File: config.mk
export PLATFORM = sky130hd
export DESIGN_NAME = speed_torque_command_select
export DESIGN_NICKNAME = d
export VERILOG_FILES = /design/src/inc/stcs_pkg.sv /design/src/core/speed_torque_command_select.sv /design/src/core/speed_table.sv
export VERILOG_INCLUDE_DIRS = /design/src /design/src/inc
export SDC_FILE = /design/constraint.sdc
export NUM_CORES = 2
export LEC_CHECK = 0
export BUFFER_PORTS_ARGS = -buffer_cell sky130_fd_sc_hd__buf_4
export CAP_MARGIN = 15
export CORE_AREA = 8 8 354 270
export CTS_CLUSTER_SIZE = 24
export DETAILED_ROUTE_END_ITERATION = 6
export DIE_AREA = 0 0 362 278
export GPL_TIMING_DRIVEN = 0
export PLACE_DENSITY = 0.72
export RECOVER_POWER = 25
export SYNTH_ARGS = -nofsm -noshare
export SYNTH_HDL_FRONTEND = slang
export SYNTH_HIERARCHICAL = 1
export SYNTH_SLANG_ARGS = --single-unit
File: constraint.sdc
create_clock -name clk -period 51.1 [get_ports clk]
set_clock_uncertainty 0.2 [all_clocks]
set_input_delay 2.555 -clock clk [delete_from_list [all_inputs] [get_ports clk]]
set_output_delay 2.555 -clock clk [all_outputs]
set_load 0.01 [all_outputs]
File: src/inc/stcs_defs.svh
// constants for the speed and torque command selection block
// How it works
// - speed mode: speed-reached output when motor speed near selected command
// - binary mode builds a 12-bit speed word from data bits 0..11
// - all ones in the binary word commands the full-scale speed parameter
// - source select off: digital word is the command, selection inputs ignored
// - source select on: 3-bit code picks analog or internal speeds 1-7
// - BCD mode decodes five digits from bits 0..19, clamped to max speed
// - BCD mode ignores source select and selection inputs
// - closed contact reads as one, open contact as zero
// - auto-read ignores strobe, adopts data stable over 12 ms
// - torque direction from forward/reverse selects and command sign
// - full torque at 8 V command, scalable by torque gain parameter
// - signed millivolt offset within +-9999 added to torque command
// - speed limit direction from selects and analog limit sign
// - torque mode: 2-bit code picks analog limit or internal limits 1-3
// - torque mode: limiting output when speed reaches active limit
`ifndef STCS_DEFS_SVH
`define STCS_DEFS_SVH
`define CLK_HZ 25000000
`define STROBE_MIN_MS 10
`define STABLE_MIN_MS 12
`define STROBE_CYC ((`STROBE_MIN_MS * `CLK_HZ) / 1000 + 1)
`define STABLE_CYC ((`STABLE_MIN_MS * `CLK_HZ) / 1000 + 1)
`define BIN_FULL 12'hFFF
`define FULL_TORQUE_MV 8000
`define OFS_MAX_MV 9999
`define NEAR_WINDOW 16'h000A
`endif

File: src/inc/stcs_pkg.sv
// types for the speed and torque command selection block
package stcs_pkg;
  typedef enum logic [1:0] {DIR_NONE, DIR_CW, DIR_CCW} dir_t;
  typedef enum logic {MODE_SPEED, MODE_TORQUE} ctrl_mode_t;
endpackage

File: src/core/speed_torque_command_select.sv
`timescale 1ns/1ps
// command selection for speed and torque modes with digital speed capture
`include "stcs_defs.svh"
module speed_torque_command_select import stcs_pkg::*; #(
  parameter int W = 16,
  parameter int STROBE_CYCLES = `STROBE_CYC,
  parameter int STABLE_CYCLES = `STABLE_CYC
) (
  // clock and reset
  input wire logic clk,
  input wire logic sys_rst,
  input wire logic clk_en,
  // configuration
  input wire logic torque_mode,
  input wire logic bcd_mode,
  input wire logic auto_read,
  input wire logic sel3_enable,
  input wire logic [W-1:0] full_scale_speed,
  input wire logic [W-1:0] max_speed,
  input wire logic [W-1:0] torque_gain,
  input wire logic signed [15:0] torque_offset_mv,
  // internal speed table load, address 1..7
  input wire logic tbl_wr,
  input wire logic [2:0] tbl_addr,
  input wire logic [W-1:0] tbl_data,
  // contact inputs, high when closed to common
  input wire logic [19:0] data_in,
  input wire logic source_select_in,
  input wire logic speed_sel1_in,
  input wire logic speed_sel2_in,
  input wire logic speed_sel3_in,
  input wire logic reverse_select_in,
  input wire logic forward_select_in,
  input wire logic data_strobe_in,
  // analog values, already digitised
  input wire logic signed [W-1:0] analog_speed_cmd,
  input wire logic signed [W-1:0] analog_speed_limit,
  input wire logic signed [15:0] analog_torque_cmd,
  input wire logic [W-1:0] motor_speed,
  // results
  output logic [W-1:0] speed_cmd,
  output logic signed [W-1:0] torque_cmd,
  output dir_t torque_dir,
  output dir_t limit_dir,
  output logic speed_reached_out,
  output logic speed_limiting_out
);
  // pin synchronisers
  logic [26:0] s1_ff, s2_ff;
  always_ff @(posedge clk) begin
    if (sys_rst) begin
      s1_ff <= '0;
      s2_ff <= '0;
    end else if (clk_en) begin
      s1_ff <= {data_strobe_in, forward_select_in, reverse_select_in,
                speed_sel3_in, speed_sel2_in, speed_sel1_in,
                source_select_in, data_in};
      s2_ff <= s1_ff;
    end
  end
  wire [19:0] din = s2_ff[19:0];
  wire src_sel = s2_ff[20];
  wire [2:0] sel = {s2_ff[23] & sel3_enable, s2_ff[22], s2_ff[21]};
  wire rev = s2_ff[24];
  wire fwd = s2_ff[25];
  wire stb = s2_ff[26];

  function automatic logic [W-1:0] bcd_to_bin(input logic [19:0] b);
    logic [31:0] v;
    v = 32'(b[19:16]) * 32'd10000 + 32'(b[15:12]) * 32'd1000 +
        32'(b[11:8]) * 32'd100 + 32'(b[7:4]) * 32'd10 + 32'(b[3:0]);
    return (v > 32'(max_speed)) ? max_speed : v[W-1:0];
  endfunction

  function automatic logic [W-1:0] abs_w(input logic signed [W-1:0] x);
    return x[W-1] ? W'(-x) : W'(x);
  endfunction

  // capture of the digital word
  logic [19:0] word_ff, nxt_word;
  logic [19:0] last_ff, nxt_last;
  logic [31:0] cnt_ff, nxt_cnt;
  logic done_ff, nxt_done;
  always_comb begin
    nxt_word = word_ff;
    nxt_last = din;
    nxt_cnt = cnt_ff;
    nxt_done = done_ff;
    if (auto_read) begin
      // stability timer restarts on any change; strobe ignored
      if (din != last_ff) begin
        nxt_cnt = '0;
      end else if (cnt_ff < 32'(STABLE_CYCLES)) begin
        nxt_cnt = cnt_ff + 32'd1;
      end else begin
        nxt_word = din;
      end
      nxt_done = 1'b0;
    end else if (!stb || din != last_ff) begin
      // data must hold steady for STROBE_CYCLES cycles of the strobe
      nxt_cnt = '0;
      nxt_done = 1'b0;
    end else if (!done_ff) begin
      if (cnt_ff + 32'd1 >= 32'(STROBE_CYCLES)) begin
        nxt_word = din;
        nxt_done = 1'b1;
      end else begin
        nxt_cnt = cnt_ff + 32'd1;
      end
    end
  end
  always_ff @(posedge clk) begin
    if (sys_rst) begin
      word_ff <= '0;
      last_ff <= '0;
      cnt_ff <= '0;
      done_ff <= 1'b0;
    end else if (clk_en) begin
      word_ff <= nxt_word;
      last_ff <= nxt_last;
      cnt_ff <= nxt_cnt;
      done_ff <= nxt_done;
    end
  end

  // internal speeds; torque mode uses only entries 1..3
  logic [W-1:0] tbl_q;
  wire [2:0] rd_sel = torque_mode ? {1'b0, sel[1:0]} : sel;
  speed_table #(.W(W)) u_tbl (
    .clk(clk),
    .ce(clk_en),
    .wr_en(tbl_wr),
    .wr_addr(tbl_addr),
    .wr_data(tbl_data),
    .rd_addr(rd_sel),
    .rd_data(tbl_q)
  );

  // binary word scaled linearly, all ones gives full scale
  wire [31:0] bin_prod = 32'(word_ff[11:0]) * 32'(full_scale_speed);
  wire [W-1:0] bin_speed = W'(bin_prod / 32'(`BIN_FULL));

  logic [W-1:0] speed_ff, nxt_speed, lim_ff, nxt_lim;
  logic signed [W-1:0] trq_ff, nxt_trq;
  dir_t tdir_ff, nxt_tdir, ldir_ff, nxt_ldir;
  logic reach_ff, nxt_reach, limiting_ff, nxt_limiting;
  logic signed [31:0] t_mv;
  logic [W-1:0] delta;
  // analog limit sign kept for direction choice
  wire ana_lim_sel = (sel[1:0] == 2'b00);
  always_comb begin
    // speed command source
    if (bcd_mode) begin
      nxt_speed = bcd_to_bin(word_ff);
    end else if (!src_sel) begin
      nxt_speed = bin_speed;
    end else if (sel == 3'b000) begin
      nxt_speed = abs_w(analog_speed_cmd);
    end else begin
      nxt_speed = tbl_q;
    end
    // speed limit in torque mode
    nxt_lim = ana_lim_sel ? abs_w(analog_speed_limit) : tbl_q;
    // torque: offset then gain, gain reached at full-scale volts
    t_mv = 32'(analog_torque_cmd) + 32'(torque_offset_mv);
    nxt_trq = W'((t_mv * $signed(32'(torque_gain))) /
                 32'(`FULL_TORQUE_MV));
    case ({rev, fwd})
      2'b10: nxt_tdir = t_mv > 0 ? DIR_CW : (t_mv < 0 ? DIR_CCW : DIR_NONE);
      2'b01: nxt_tdir = t_mv > 0 ? DIR_CCW : (t_mv < 0 ? DIR_CW : DIR_NONE);
      default: nxt_tdir = DIR_NONE;
    endcase
    case ({rev, fwd})
      2'b01: nxt_ldir = (ana_lim_sel && analog_speed_limit < 0) ?
                        DIR_CW : DIR_CCW;
      2'b10: nxt_ldir = (ana_lim_sel && analog_speed_limit < 0) ?
                        DIR_CCW : DIR_CW;
      default: nxt_ldir = DIR_NONE;
    endcase
    if (!torque_mode) begin
      nxt_trq = '0;
      nxt_tdir = DIR_NONE;
      nxt_ldir = DIR_NONE;
    end
    // speed reached: within a small window of the command
    delta = (motor_speed > speed_ff) ? motor_speed - speed_ff :
            speed_ff - motor_speed;
    nxt_reach = !torque_mode && (delta <= W'(`NEAR_WINDOW));
    nxt_limiting = torque_mode && (motor_speed >= lim_ff);
  end
  always_ff @(posedge clk) begin
    if (sys_rst) begin
      speed_ff <= '0;
      lim_ff <= '0;
      trq_ff <= '0;
      tdir_ff <= DIR_NONE;
      ldir_ff <= DIR_NONE;
      reach_ff <= 1'b0;
      limiting_ff <= 1'b0;
    end else if (clk_en) begin
      speed_ff <= nxt_speed;
      lim_ff <= nxt_lim;
      trq_ff <= nxt_trq;
      tdir_ff <= nxt_tdir;
      ldir_ff <= nxt_ldir;
      reach_ff <= nxt_reach;
      limiting_ff <= nxt_limiting;
    end
  end
  assign speed_cmd = speed_ff;
  assign torque_cmd = trq_ff;
  assign torque_dir = tdir_ff;
  assign limit_dir = ldir_ff;
  assign speed_reached_out = reach_ff;
  assign speed_limiting_out = limiting_ff;
endmodule

File: src/core/speed_table.sv
`timescale 1ns/1ps
// small register memory of internal speed values with registered read
module speed_table #(
  parameter int W = 16
) (
  // clock
  input wire logic clk,
  input wire logic ce,
  // write
  input wire logic wr_en,
  input wire logic [2:0] wr_addr,
  input wire logic [W-1:0] wr_data,
  // read
  input wire logic [2:0] rd_addr,
  output logic [W-1:0] rd_data
);
  logic [W-1:0] mem [0:7];
  logic [W-1:0] rd_ff;
  assign rd_data = rd_ff;
  always_ff @(posedge clk) begin
    if (ce) begin
      if (wr_en) begin
        mem[wr_addr] <= wr_data;
      end
      rd_ff <= mem[rd_addr];
    end
  end
endmodule

==> metrics.txt <==
Critical Path Start Type primary input; vias per cell 6.17; I/O pin count 220; drt drc 0; Top FF cell, synth dfxtp_1; Post-CTS Setup Repair Bufs 0; count leader, synth inv_1; CTS sink count 325; die area 101000 sq um; max incr delay on CP 0.73 ns; synthesized flop and latch total 325; area share of the largest cell type after synthesis between 10% and 20%; cell depth of the worst flop-to-flop path 67; global-route wire length before repair 242000 microns; # port buffers 212; post-synth design cell area 49000 sq um; CP Capture Type flip-flop; Slew @ Worst Pin around 1.3 ns; synth top area cells fa_1 (18%), edfxtp_1 (8.8%), ha_1 (7.7%), dfxtp_1 (7.4%), inv_1 (5.0%); DR vias 45167; result of the run completed; FFs w/ async S/R, synth 0%; count of pins over their slew limit 0; number of buffers created by CTS 28; final hold viol count 0; initial DRC count 5058; Max Fclk 36.5 MHz; syn_area_per_cell about 8.4 sq um; Hold Path Class flip-flop to flip-flop; slowest CP cell a31oi_1; Die H 278 microns; commonest cells in the netlist inv_1 (653), nand2_1 (587), nor2_1 (446), fa_1 (431), ha_1 (303); layout cells sized above 1 just over 8%; gpl congestion just under 1; RSZ-0062 raised after global routing false; DR pass1 iterations 6; post_cts resized 0; Post-synth EDFFs 144; clk_lat worst skew ~0.61 ns; Final period util 53.7%; Finish-stage setup viols 0; sequential fraction of the synthesis area between 10% and 20%; number of global-route vias before repair 43035; final net count 6986; initial antenna violation count 12; Synth Net Count 6733; Synth area leader fa_1; post-route core utilization 59.0%; Syn Inst Count 5817; CP arrival between 20 and 30 ns; Crit Path Category primary input to flip-flop; cts hold-fix bufs 0; Tmin final 27.43 ns; pin count of the biggest net entering global routing 20; Core ar. 90200 sq um; Post-Route WL roughly 150000 microns; Layout area overhead 8.70%; reg-to-reg slack, setup roughly 28 ns; r2r endpoint speed_cmd[0]; Remaining Overflow, GRT 0; DRT antenna net count 0; num rows 96; DP Wirelength 126000 microns; critical path required time 51.43 ns; clk buf depth 3; Worst-path clk slew 0.07 ns; Fin Setup TNS 0 ns; Yosys Warn Count 6; Worst Setup SP torque_offset_mv[1]; Worst Path Max Fanout 10; Worst path most repeated cell a21oi_1; GRT Total Usage between 20 and 30%; Setup crit end torque_cmd[10]; H-Tree Depth 1; Max-cap violations 0; root buf cell clkbuf_16; Slew HR 12.1%; number of distinct library cells after synthesis 142; wire length per cell 20.8 microns; reg2reg start word_ff[11]; Die Wd between 300 and 400 microns; CTS tree yes; Initial Util 54.3%
logic make-up (layout without fill, tap and decap cells):
| kind of cell | after synthesis | in the layout | share of synthesized area (%) |
|---|---|---|---|
| buf+inv | 886 | 1160 | 7.00 |
| compound gates | 1350 | 1350 | 19.7 |
| simple gates | 1992 | 1992 | 20.4 |
| mux | 217 | 217 | 5.60 |
| fa+ha+maj | 746 | 746 | 25.6 |
| xor+xnor | 301 | 301 | 5.48 |
| other cells | 0 | 10 | 0 |
| flops | 325 | 325 | 16.2 |
cell usage in the layout, fill, tap and decap left out, types with 48 or more instances in the layout:
cell / n
inv_1: 653
nand2_1: 587
nor2_1: 440
fa_1: 431
ha_1: 303
a21oi_1: 300
and2_1: 241
o21ai_0: 212
buf_4: 205
xnor2_1: 203
clkbuf_1: 198
dfxtp_1: 181
mux2i_1: 145
edfxtp_1: 144
nand3_1: 129
nor3_1: 103
a21o_1: 94
xor2_1: 93
a211oi_1: 74
o211ai_1: 69
and3_1: 65
a31oi_1: 64
nand4_1: 59
nor4_1: 48
layer usage:
layer | wire length [microns] | GRT usage, % | share of wire (%)
met1 | 71100 | 45.1 | 47
met2 | 61800 | 42.1 | 41
met3 | 17000 | 7.59 | 11
met4 | 2300 | 3.99 | 1.5
met5 | 41 | 0 | 0.027
final cells by class:
cell class | instances | area, sq um
inverter | 653 | 2450
sequential | 325 | 7950
clock buffer | 34 | 743
buffer | 233 | 976
clock inverter | 17 | 264
timing repair buffer | 223 | 1660
multi-input combinational | 4606 | 37600
tap | 1225 | 1530
antenna | 10 | 25.0
fill | 8116 | 37000
through the flow:
step,instance area (sq um),hold slack [ns],instances,setup slack [ns]
after detailed placement,52200,0.263,7264,23.78
after floorplan,49000,0.245,5817,27.76
after global routing,53200,0.303,7318,22.27
final,53200,0.281,7326,23.67
after global placement,52100,0.253,7254,23.56
after CTS,53300,0.288,7315,24.32
sequential cells by signal (all words and copies together) (netlist names):
name	cells
word_ff	20
limit_dir	2
speed_limiting_out	1
s2_ff	27
last_ff	20
torque_dir	2
done_ff	1
cnt_ff	32
speed_reached_out	1
lim_ff	16
s1_ff	27
u_tbl/rd_data	16
torque_cmd	16
u_tbl/mem	128
speed_cmd	16
critical path, delay by kind of cell:
family | cells | cell delay (ns)
AOI/OAI and AO/OA | 46 | 12.83
adders and majority gates | 9 | 3.92
xor gates and xnor gates | 5 | 1.34
muxes | 2 | 0.57
and+or+nand+nor | 16 | 4.92
buffers and inverters | 8 | 1.58
worst min-delay path by stage:
stage / to / slack, ns / start / depth (start not counted)
global placement: torque_cmd[6] / 0.25 / torque_cmd[6] / 2
finish: speed_limiting_out / 0.28 / speed_limiting_out / 2
detailed placement: torque_cmd[6] / 0.26 / torque_cmd[6] / 2
CTS: speed_limiting_out / 0.29 / speed_limiting_out / 2
floorplan: cnt_ff[31] / 0.24 / cnt_ff[31] / 1
global route: torque_cmd[6] / 0.30 / torque_cmd[6] / 2
Power is left out: the tool's default activity adds up to more than one toggle a clock period on the data nets, which glitch-free logic cannot reach.
